### config.mk
export PLATFORM = sky130hd
export DESIGN_NAME = rpo_out_select
export DESIGN_NICKNAME = d
export VERILOG_FILES = /design/src/design/rpo_pkg.sv /design/src/design/rpo_out_select.sv
export SDC_FILE = /design/constraint.sdc
export NUM_CORES = 1
export LEC_CHECK = 0
export BUFFER_PORTS_ARGS = -buffer_cell sky130_fd_sc_hd__buf_4
export CAP_MARGIN = 20
export CORE_ASPECT_RATIO = 0.9
export CORE_UTILIZATION = 40
export CTS_CLUSTER_DIAMETER = 30
export DETAILED_ROUTE_END_ITERATION = 6
export PLACE_DENSITY = 0.65
export SYNTH_ARGS = -nofsm -noshare
export SYNTH_HDL_FRONTEND = slang
export SYNTH_SLANG_ARGS = --single-unit
### constraint.sdc
create_clock -name clk_i -period 2.4 [get_ports clk_i]
set_clock_uncertainty 0.2 [all_clocks]
set_input_delay 0.48 -clock clk_i [delete_from_list [all_inputs] [get_ports clk_i]]
set_output_delay 0.48 -clock clk_i [all_outputs]
set_load 0.05 [all_outputs]
### src/design/rpo_pkg.sv
// Package for the remappable output pin select block
package rpo_pkg;
  localparam int unsigned FSEL_W       = 5;
  localparam int unsigned ODD_LSB      = 8;
  localparam int unsigned EVEN_LSB     = 0;
  localparam logic [15:0] SEL_RESET    = 16'h0000;
  localparam logic [15:0] SEL_MASK     = 16'h1f1f;
  localparam int unsigned FIRST_PIN    = 8;
  localparam int unsigned NUM_REGS     = 9;
  localparam int unsigned BIG_FIRST    = 4;
  localparam int unsigned ADDR_W       = 6;
  localparam logic [5:0]  OFS_SEL_8_9  = 6'h00;
  localparam logic [5:0]  OFS_SEL_24_25 = 6'h20;
  localparam logic [5:0]  OFS_STATUS   = 6'h24;
endpackage

### src/design/rpo_out_select.sv
// Output function selection for remappable pins 8 to 25, Wishbone slave
//
// Overview of operation
// Each remappable pin has a 5-bit software selector choosing the peripheral output function that drives it.
// Each 16-bit register holds the odd pin's selector in bits 12..8 and the even pin's in bits 4..0.
// Bits 15..13 of every selector register read as zero and ignore writes.
// Bits 7..5 of every selector register read as zero and ignore writes.
// Registers for pins 16 to 25 exist only on the 44-pin variant.
// All selector bits are read-write and clear to zero at reset.
// Selector zero, or any unlisted function number, connects no peripheral and leaves the pin to the port.
//
// The register addresses and the Wishbone register port were chosen for this implementation.
`timescale 1ns/10ps
`default_nettype none
module rpo_out_select
  import rpo_pkg::*;
#(
  parameter bit          BIG_PKG  = 1'b1,
  parameter int unsigned NUM_FUNC = 19
) (
  input  wire logic                     clk_i,
  input  wire logic                     rst_i,
  input  wire logic                     wb_cyc_i,
  input  wire logic                     wb_stb_i,
  input  wire logic                     wb_we_i,
  input  wire logic [ADDR_W-1:0]        wb_adr_i,
  input  wire logic [31:0]              wb_dat_i,
  input  wire logic [3:0]               wb_sel_i,
  output logic      [31:0]              wb_dat_o,
  output logic                          wb_ack_o,
  output logic                          wb_err_o,
  input  wire logic [NUM_FUNC:1]        periph_out_i,
  input  wire logic [17:0]              port_out_i,
  output logic      [17:0]              pin_out_o,
  output logic      [17:0]              pin_remapped_o
);

  ////////////////////////////////////////////////////////////////////////////
  // Address decode

  logic [15:0] sel_r [NUM_REGS];
  logic        req;
  logic        hit;
  logic [3:0]  idx;
  logic        is_status;

  function automatic logic [3:0] reg_index(input logic [ADDR_W-1:0] a);
    reg_index = a[5:2];
  endfunction

  // upper registers only on the big package
  function automatic logic reg_present(input logic [3:0] i);
    reg_present = (i < 4'(NUM_REGS)) && (BIG_PKG || (i < 4'(BIG_FIRST)));
  endfunction

  assign req       = wb_cyc_i && wb_stb_i && !wb_ack_o && !wb_err_o;
  assign idx       = reg_index(wb_adr_i);
  assign is_status = (wb_adr_i == OFS_STATUS);
  assign hit       = (wb_adr_i[1:0] == 2'b00) && (is_status || reg_present(idx));

  ////////////////////////////////////////////////////////////////////////////
  // Selector registers

  // write path keeps only field bits
  always_ff @(posedge clk_i) begin
    if (rst_i) begin
      for (int i = 0; i < NUM_REGS; i++) begin
        sel_r[i] <= SEL_RESET;
      end
    end else if (req && wb_we_i && hit && !is_status) begin
      if (wb_sel_i[0]) begin
        sel_r[idx][7:0] <= wb_dat_i[7:0] & SEL_MASK[7:0];
      end
      if (wb_sel_i[1]) begin
        sel_r[idx][15:8] <= wb_dat_i[15:8] & SEL_MASK[15:8];
      end
    end
  end

  // Ack or error one cycle after the request
  always_ff @(posedge clk_i) begin
    if (rst_i) begin
      wb_ack_o <= 1'b0;
      wb_err_o <= 1'b0;
      wb_dat_o <= 32'h0000_0000;
    end else begin
      wb_ack_o <= req && hit;
      wb_err_o <= req && !hit;
      if (req && hit && !wb_we_i) begin
        // reserved bits read zero
        wb_dat_o <= is_status ? {31'h0000_0000, BIG_PKG} : {16'h0000, sel_r[idx] & SEL_MASK};
      end else begin
        wb_dat_o <= 32'h0000_0000;
      end
    end
  end

  ////////////////////////////////////////////////////////////////////////////
  // Pin multiplexer

  function automatic logic [FSEL_W-1:0] pin_field(input int unsigned p);
    logic [15:0] r;
    r = sel_r[p/2];
    pin_field = (p % 2 == 1) ? r[ODD_LSB +: FSEL_W] : r[EVEN_LSB +: FSEL_W];
  endfunction

  logic [17:0] mux_val;
  logic [17:0] mux_used;

  // selector steers the pin, zero or unknown falls back to port
  always_comb begin
    logic [FSEL_W-1:0] f;
    f = '0;
    for (int p = 0; p < 18; p++) begin
      f = pin_field(p);
      if (!reg_present(4'(p/2)) || f == '0 || int'(f) > NUM_FUNC) begin
        mux_used[p] = 1'b0;
        mux_val[p]  = port_out_i[p];
      end else begin
        mux_used[p] = 1'b1;
        mux_val[p]  = periph_out_i[f];
      end
    end
  end

  always_ff @(posedge clk_i) begin
    if (rst_i) begin
      pin_out_o      <= '0;
      pin_remapped_o <= '0;
    end else begin
      pin_out_o      <= mux_val;
      pin_remapped_o <= mux_used;
    end
  end

  ////////////////////////////////////////////////////////////////////////////
  // Assertions

  AST_RSV_HIGH_ZERO: assert property (@(posedge clk_i) disable iff (rst_i)
    wb_dat_o[15:13] == 3'b000) else $error("reserved bits 15..13 read nonzero");
  AST_RSV_MID_ZERO: assert property (@(posedge clk_i) disable iff (rst_i)
    wb_dat_o[7:5] == 3'b000) else $error("reserved bits 7..5 read nonzero");
  AST_WRITE_STORED: assert property (@(posedge clk_i) disable iff (rst_i)
    (req && wb_we_i && hit && !is_status && wb_sel_i[0]) |=> sel_r[$past(idx)][4:0] == $past(wb_dat_i[4:0]))
    else $error("even selector not stored");
  AST_ODD_FIELD: assert property (@(posedge clk_i) disable iff (rst_i)
    (req && wb_we_i && hit && !is_status && wb_sel_i[1]) |=> sel_r[$past(idx)][12:8] == $past(wb_dat_i[12:8]))
    else $error("odd selector not stored");
  AST_SMALL_ABSENT: assert property (@(posedge clk_i) disable iff (rst_i)
    (req && !BIG_PKG && wb_adr_i[5:2] >= 4'(BIG_FIRST) && !is_status) |=> wb_err_o && !wb_ack_o)
    else $error("upper register answered on small package");
  AST_ZERO_PORT: assert property (@(posedge clk_i) disable iff (rst_i)
    (pin_field(0) == '0) |=> pin_out_o[0] == $past(port_out_i[0]) && !pin_remapped_o[0])
    else $error("zero selector did not give pin to port");
  AST_REMAP: assert property (@(posedge clk_i) disable iff (rst_i)
    (pin_field(1) == 5'h01) |=> pin_remapped_o[1] && pin_out_o[1] == $past(periph_out_i[1]))
    else $error("pin not driven by selected function");
  AST_ACK_ONE: assert property (@(posedge clk_i) disable iff (rst_i)
    (req && hit) |=> wb_ack_o ##1 !wb_ack_o) else $error("ack not single cycle");
  AST_RESET_CLEAR: assert property (@(posedge clk_i)
    $past(rst_i) |-> sel_r[0] == SEL_RESET) else $error("selector not cleared by reset");
  AST_ACK_ERR_EXCL: assert property (@(posedge clk_i) disable iff (rst_i)
    !(wb_ack_o && wb_err_o)) else $error("ack and err together");
  AST_DAT_IDLE_ZERO: assert property (@(posedge clk_i) disable iff (rst_i)
    !wb_ack_o |-> wb_dat_o == 32'h0000_0000) else $error("read data outside ack");
  AST_SMALL_UPPER_PORT: assert property (@(posedge clk_i) disable iff (rst_i)
    !BIG_PKG |-> pin_remapped_o[17:8] == 10'h000) else $error("absent selector steered a pin");

  COV_WRITE: cover property (@(posedge clk_i) disable iff (rst_i) req && wb_we_i && hit);
  COV_READ: cover property (@(posedge clk_i) disable iff (rst_i) req && !wb_we_i && hit);
  COV_ERR: cover property (@(posedge clk_i) disable iff (rst_i) wb_err_o);
  COV_REMAP: cover property (@(posedge clk_i) disable iff (rst_i) |pin_remapped_o);

endmodule
`default_nettype wire

== After elaboration in Yosys (flattened, before gate mapping) ==
Memory sizes are Yosys's and may differ from the RTL's.
Index checks and enable logic that the tools add are counted.

* Magnitude comparators: 37
* Equal/unequal tests: 1
* Multiplexer cells: 86
* Bitwise operators: 1
* Reduce and logical (&&, ||, !) cells: 56

{| class="wikitable"
|+ Operators by type and width
! kind !! count
|-
| < comparator 5 x 6 -> 1 bit, second input constant || 18
|-
| binary-select mux 1 bit (select 5 bit) || 18
|-
| greater-than comparator 5 bit, second input constant || 18
|-
| zero test 5 bit || 18
|-
| 2-to-1 mux 1 bit || 65
|-
| logical OR 1 bit || 19
|-
| logical AND 1 bit || 10
|-
| 2-to-1 mux 10 bit || 1
|-
| OR reduction 10 bit || 1
|-
| == test 6 bit, second input constant || 1
|-
| zero test 1 bit || 5
|-
| < comparator 4 bit, second input constant || 1
|-
| 2-to-1 mux 4 bit || 1
|-
| OR reduction 3 bit || 1
|-
| zero test 2 bit || 1
|-
| 2-to-1 mux 2 bit || 1
|-
| OR reduction 2 bit || 1
|-
| NOT 1 bit || 1
|}

* Bits in registers: 70
* Memory bits (writable): 90
* Output and inout bits: 70
* Word-level logic and storage cells: 188
* Memories kept: 1

{| class="wikitable"
|+ Memory list
! memory !! words !! width !! read ports !! clocked after memory_dff !! write ports !! line !! RTL
|-
| sel_r || 9 || 10 || 10 || 0 || 9 || rpo_out_select.sv:41 || <nowiki>logic [15:0] sel_r [NUM_REGS];</nowiki>
|}

== Depth between registers and ports, before layout ==
Gate-level depths: netlist (run 1).

* Depth in word-level cells: 11
* Mapped depth: 8
* Mapped depth without buffers: 5

== Least setup slack after synthesis (run 1) ==
Ideal clock, no wire load.

* Kind: input to register
* Start: in wb_adr_i[2]
* End: mem sel_r[4][0] in the netlist's numbering, enable pin
* Setup time: 0.313 ns
* Data arrival time: 1.656 ns
* Slack: 0.231 ns
* Cell stages on the path: 7
* Path through: buf_6 buf_12 clkbuf_8 nor2_1 nand4_4 nor2_1 or2_1

{| class="wikitable"
|+ RTL lines
! item !! line !! RTL
|-
| start, declared || rpo_out_select.sv:26 || <nowiki>input wire logic [ADDR_W-1:0] wb_adr_i,</nowiki>
|-
| end, declared || rpo_out_select.sv:41 ||
|}

==> qor.yml, run 1 <==
port_buffers: 107
fin_crit_ns: 2.16
status: "complete, no violations"
area_delta_synth_final_pct: 26.0
r2r-start: "sel_r[8][0]"
cts_tree: "yes"
synth_enable_flop_cells: 156
post_drt_via_cell_ratio: 5.71
max_slew.worst_pin.slew_ns: 0.763
die_w_um: 187
synthesis.area_um2: 12300
synth_ff_type: "edfxtp_1"
fin_nets: 1285
ys_warn_count: 0
dp_hpwl_mm: 22.6
dr.pass1.iters: 6
drcViolationCount: 0
htreeDepth: 2
die-area_um2: 31400
path_cells: "mux4_2, mux2i_1, nand2_1, o311ai_0, a211oi_1, buf_4"
grt_pass1_vias: 9128
rsz0062_at_grt: "false"
total_power_uw: 12300
power_leakage_uw: 0.00594
cts.clk_slew.worst_paths_ns: 0.04
die_y_um: 168
grt_max_degree: 64
crit_type: "register to register"
cts_root_buf: "clkbuf_16"
grt-ovfl-total: 0
slowest_stage: "edfxtp_1"
end_kind: "register"
n_antenna_cell: 0
period_share_pct: 90.1
drive_gt1_share_pct: 31.0
min_path_cells: 3
fin_setup_tns_ns: 0
finalSetupViolations: 0
routedWlPerCell_um: 21.0
vias: 9412
gp_congestion: 0.835
max_freq_mhz: 462
timing.final.hold_violations: 0
whs_endpoint: "pin_out_o[17]"
synth.avg_cell_area_um2: 12.2
grtUsageTotal_pct: 21.8
wl_mm: 34.5
hold_path.class: "input port to register"
crit_required_ns: 2.64
start_util_pct: 40.9
ant_nets: 0
peakVddDrop_uv: 494
num_rows: 60
max_stage_delay_ns: 0.64
synth.distinct_cells: 58
synth_cells: 1009
slew_headroom_pct: 49.1
design.portCount: 154
ys_ff_latch: 204
cts.sinks: 204
slew_violations: 0
cp_max_fo: 11
cts_made_buffers: 51
cp.arrival_ns: 2.40
clock_latency_ns: 0.55
p_per_area_nw_per_um2: 795
reg2reg_depth: 6
critPathLaunchType: "register"
initialDrtViolationCount: 866
reg2reg_slack_ns: 0.24
antenna_found_initial: 1
async_flop_share_pct: 0
reg2reg_to: "pin_out_o[16]"
yosysSeqAreaShare_pct: 45.9
grt_pass1_wl_mm: 52.5
min_from: "port_out_i[17]"
cts_buffer_depth: 3
core_um2: 30000
maxCapViolCount: 0
kinds of logic (layout without fill, tap and decap cells):
| kind of cell | Yosys count | count (layout) | share of synthesized area [%] |
|---|---|---|---|
| DFF | 204 | 204 | 45.9 |
| buffers and inverters | 118 | 266 | 5.33 |
| other | 1 | 88 | 0.0305 |
| AOI/OAI and AO/OA | 192 | 192 | 10.5 |
| and+or+nand+nor | 325 | 325 | 15.6 |
| muxes | 169 | 169 | 22.6 |
state kept, by name, summed over array words and instances, names as in the netlist:
| register | flops |
|---|---|
| sel_r | 156 |
| pin_out_o | 18 |
| pin_remapped_o | 18 |
| wb_dat_o | 10 |
| wb_ack_o | 1 |
| wb_err_o | 1 |
per-stage QoR:
step	cell area, um2	hold WS, ns	util [%]	setup WS, ns	cells
2_1_floorplan	12600	0.295	-	0.231	1096
3_3_place_gp	13700	0.370	45.7	0.0584	1550
3_5_place_dp	13700	0.372	45.7	0.00889	1550
4_1_cts	15500	0.00809	51.6	0.244	1647
5_1_grt	15500	0.0154	51.6	0.0987	1647
6_report	15500	0.0229	51.6	0.237	1647
cell usage after synthesis (15+ instances only):
cell type	number	area, um2
a211oi_1	46	345
nor4b_1	15	131
nor2_1	48	180
nand2_1	34	128
nor2b_1	19	119
nor3_1	29	145
or2_2	28	175
clkbuf_1	48	180
edfxtp_1	156	4680
and2_1	98	613
dfxtp_1	48	961
buf_4	36	270
mux4_2	66	1490
a21oi_1	63	315
mux2i_1	61	611
buf_2	23	115
mux2_2	28	315
layout by cell type (no fill, tap or decap), types with 19 or more instances in the layout:
cell type  instances
nor2_1            48
dfxtp_1           48
a211oi_1          46
buf_4            163
edfxtp_1         156
conb_1            88
nor3_1            29
nand2_1           34
mux4_2            66
mux2_2            28
mux2i_1           61
or2_2             28
a21oi_1           63
clkbuf_16         52
and2_1            98
nor2b_1           19
what timing repair did:
| action | 4_1_cts | 5_1_grt |
|---|---|---|
| endpoints found under the hold margin | 1 | 0 |
| gates resized for setup | 0 | 0 |
| buffers inserted | 0 | 0 |
| hold buffers | 1 | 0 |
metal layers:
| layer | vias to the layer above | routed length (um) | GRT usage, % |
|---|---|---|---|
| met5 | - | 0 | 0 |
| met2 | 517 | 15800 | 34.6 |
| met3 | 70 | 3160 | 5.13 |
| met1 | 4585 | 14600 | 28.7 |
| li1 | 4240 | - | - |
| met4 | 0 | 1000 | 9.05 |
critical path, delay by kind of cell, from the launching register on:
family	cells	cell delay [ns]
simple gates	1	0.07
flops	1	0.64
buf+inv	1	0.19
mux	2	0.70
compound gates	2	0.26
final cells by class:
type | instances | area [um2]
flip-flops and latches | 204 | 5650
clock inverters | 35 | 373
repair buffers | 165 | 1250
multi-input cells | 774 | 6320
clock buffers | 61 | 1380
inverters | 5 | 18.8
fillers | 2663 | 14500
well taps | 403 | 504
power breakdown:
| group | internal, uW | switching [uW] | total (uW) |
|---|---|---|---|
| logic | 582 | 828 | 1410 |
| clock network | 4550 | 2160 | 6710 |
| registers | 4020 | 181 | 4200 |
| total | 9150 | 3170 | 12300 |
how the worst max path moves through the flow:
stage                 from            end  slack, ns  depth (start not counted)
2_1_floorplan  wb_adr_i[2]    sel_r[4][0]       0.23                          7
3_3_place_gp   wb_adr_i[1]    sel_r[4][0]       0.06                          7
3_5_place_dp   wb_adr_i[1]    sel_r[4][1]      0.009                          7
4_1_cts        sel_r[8][0]  pin_out_o[16]       0.24                          6
5_1_grt        sel_r[8][0]  pin_out_o[16]        0.1                          6
6_report       sel_r[8][0]  pin_out_o[16]       0.24                          6
Power figures use the tool's default switching activity.
==> run 2: changes to the inputs <==
--- a/config.mk
+++ b/config.mk
@@ -9,3 +9,3 @@
 export CAP_MARGIN = 20
-export CORE_ASPECT_RATIO = 0.9
+export CORE_ASPECT_RATIO = 0.6
 export CORE_UTILIZATION = 40
--- a/constraint.sdc
+++ b/constraint.sdc
@@ -4,2 +4,2 @@
 set_output_delay 0.48 -clock clk_i [all_outputs]
-set_load 0.05 [all_outputs]
+set_load 0.01 [all_outputs]
==> run 2 against run 1 <==
Against the previous run:
- sequential power is essentially flat
- clock-buffer cell count fell by 19
- fmax is 1.0% lower
- flip-flop and latch count stayed put
- core utilization down 1.5 points
- largest cell class unchanged
- critical path depth down 1
- via count rose by 1.4%
- die area about the same
- first-iteration DRC count grew 52%
- final area down 2.7%
- worst setup slack got worse by 0.023 ns
- cell count down 0.97%
- critical endpoint is now pin_out_o[6]
- critical path type unchanged
==> qor.yml, run 2 (synthesized netlist as in run 1, its figures left out) <==
wl_mm: 36.7  # +6.2%
grtUsageTotal_pct: 23.4  # +1.6 points
die_y_um: 138  # -18%
antenna_found_initial: 0  # -1
num_rows: 49  # -18%
n_antenna_cell: 0  # unchanged
htreeDepth: 2  # unchanged
power_leakage_uw: 0.00574  # -3.4%
max_slew.worst_pin.slew_ns: 0.720  # -0.0426 ns
end_kind: "register"
final_cells: 1631  # -0.97%
maxCapViolCount: 0  # unchanged
ant_nets: 0  # unchanged
reg2reg_depth: 5  # -1
p_clk_share_pct: 49.5  # -4.9 points
rsz0062_at_grt: "false"
drive_gt1_share_pct: 30.3  # -0.78 points
p_int_uw: 7960  # -13%
cts.sinks: 204  # unchanged
drcViolationCount: 0  # unchanged
post_drt_via_cell_ratio: 5.85  # +2.4%
p_per_area_nw_per_um2: 712  # -10%
crit_required_ns: 2.57  # -0.07 ns
reg2reg_to: "pin_out_o[6]"
timing.final.hold_violations: 0  # unchanged
start_util_pct: 40.8  # -0.10 points
grt_pass1_vias: 8821  # -3.4%
top_register: "sel_r"
reg2reg_slack_ns: 0.21  # -0.02 ns
fin_nets: 1277  # -0.62%
p_sw_uw: 2780  # -12%
routedWlPerCell_um: 22.5  # +7.3%
core_um2: 30100  # +0.25%
p_comb_share_pct: 11.4  # about the same
finalSetupViolations: 0  # unchanged
cp_max_fo: 11  # unchanged
clock_latency_ns: 0.52  # -0.03 ns
reg_top3: "sel_r x156, pin_out_o x18, pin_remapped_o x18"
status: "complete, no violations"
dp_hpwl_mm: 24.7  # +9.0%
cts_tree: "yes"
dp_slack_ns: -0.0203  # -0.0292 ns
fin_util_pct: 50.1  # -1.5 points
cts_made_buffers: 38  # -25%
area_delta_synth_final_pct: 22.6
p_seq_share_pct: 39.1  # +5.0 points
largest_reg_flops: 156  # unchanged
timing.final.ws_setup_ns: 0.214  # -0.0229 ns
max_freq_mhz: 457  # -1.0%
hold_path.class: "input port to register"
design.portCount: 154  # unchanged
swShare_pct: 25.9  # +0.14 points
place_inst: 1560  # +0.65%
layout_commonest_cell: "buf_4"
die_w_um: 228  # +22%
whs_endpoint: "pin_out_o[1]"
post_cts_resized: 0  # unchanged
final_cell_mix: "buf_4, edfxtp_1, and2_1"
r2r-start: "sel_r[3][0]"
grt_max_degree: 64  # unchanged
max_stage_delay_ns: 0.73  # +0.09 ns
cp.arrival_ns: 2.35  # -0.05 ns
fin_crit_ns: 2.19  # +0.0229 ns
port_buffers: 107  # unchanged
vias: 9541  # +1.4%
grt-ovfl-total: 0  # unchanged
grt_pass1_wl_mm: 54.2  # +3.3%
slew_violations: 0  # unchanged
period_share_pct: 91.1  # +0.95 points
crit_type: "register to register"
peakVddDrop_uv: 430  # -13%
slowest_stage: "edfxtp_1"
cts.clk_slew.worst_paths_ns: 0.06  # +0.02 ns
die-area_um2: 31500  # about the same
cts_buffer_depth: 3  # unchanged
slew_headroom_pct: 52.0  # +2.8 points
gp_congestion: 0.936  # +12%
min_path_cells: 3  # unchanged
dr.pass1.iters: 5  # -1
min_from: "port_out_i[1]"
initialDrtViolationCount: 1319  # +52%
critPathLaunchType: "register"
path_cells: "mux4_1, mux2i_1, nand2_1, o311ai_0, a211oi_1"
cts_root_buf: "clkbuf_16"
[run 2: layout make-up]
cell class	count	area, um2
fill	2597	15000
multi-input combinational	774	6320
sequential	204	5650
timing repair buffer	170	1290
clock buffer	42	987
tap	408	510
clock inverter	28	298
inverter	5	18.8
[run 2: worst max-delay path by stage]
| stage | start | end | slack, ns |
|---|---|---|---|
| after detailed placement | wb_adr_i[1] | sel_r[4][8] | -0.02 |
| after floorplan | wb_adr_i[2] | sel_r[4][0] | 0.23 |
| final | sel_r[3][0] | pin_out_o[6] | 0.21 |
| after global placement | wb_adr_i[1] | sel_r[4][9] | 0.06 |
| after global routing | sel_r[3][0] | pin_out_o[6] | 0.13 |
| after CTS | sel_r[3][0] | pin_out_o[6] | 0.26 |
[run 2: power groups by stage]
stage	combinational [uW]	sequential [uW]	clock, uW
floorplan	817	4170	0
global placement	1180	4250	0
detailed placement	1200	4260	0
CTS	1210	4190	5400
global route	1310	4220	5580
finish	1220	4200	5310
[run 2: routing by layer]
layer  global-route usage, %  part of all wire (%)  up-vias
li1                        -                     -     4223
met1                    35.0                    45     4638
met2                    31.1                    39      610
met3                    8.05                    14       70
met4                    7.42                   2.0        0
met5                       0                     0        -
[run 2: timing repair]
| action | 4_1_cts | 5_1_grt |
|---|---|---|
| setup buffers | 0 | 0 |
| hold buffers | 1 | 0 |
| endpoints found under the hold margin | 1 | 0 |
[run 2: per-stage QoR]
| step | hold slack, ns | setup TNS [ns] | power [uW] | area (um2) |
|---|---|---|---|---|
| global route | 0.0516 | 0 | 11100 | 15100 |
| CTS | 0.0309 | 0 | 10800 | 15100 |
| floorplan | 0.295 | 0 | 4990 | 12600 |
| detailed placement | 0.373 | -0.101 | 5460 | 13800 |
| global placement | 0.367 | 0 | 5430 | 13800 |
| finish | 0.0528 | 0 | 10700 | 15100 |
[run 2: critical path, delay by kind of cell (launching register included)]
kind	cells	cell delay, ns
AO/OA/AOI/OAI	2	0.25
flip-flops	1	0.73
AND/OR/NAND/NOR	1	0.08
multiplexers	2	0.76
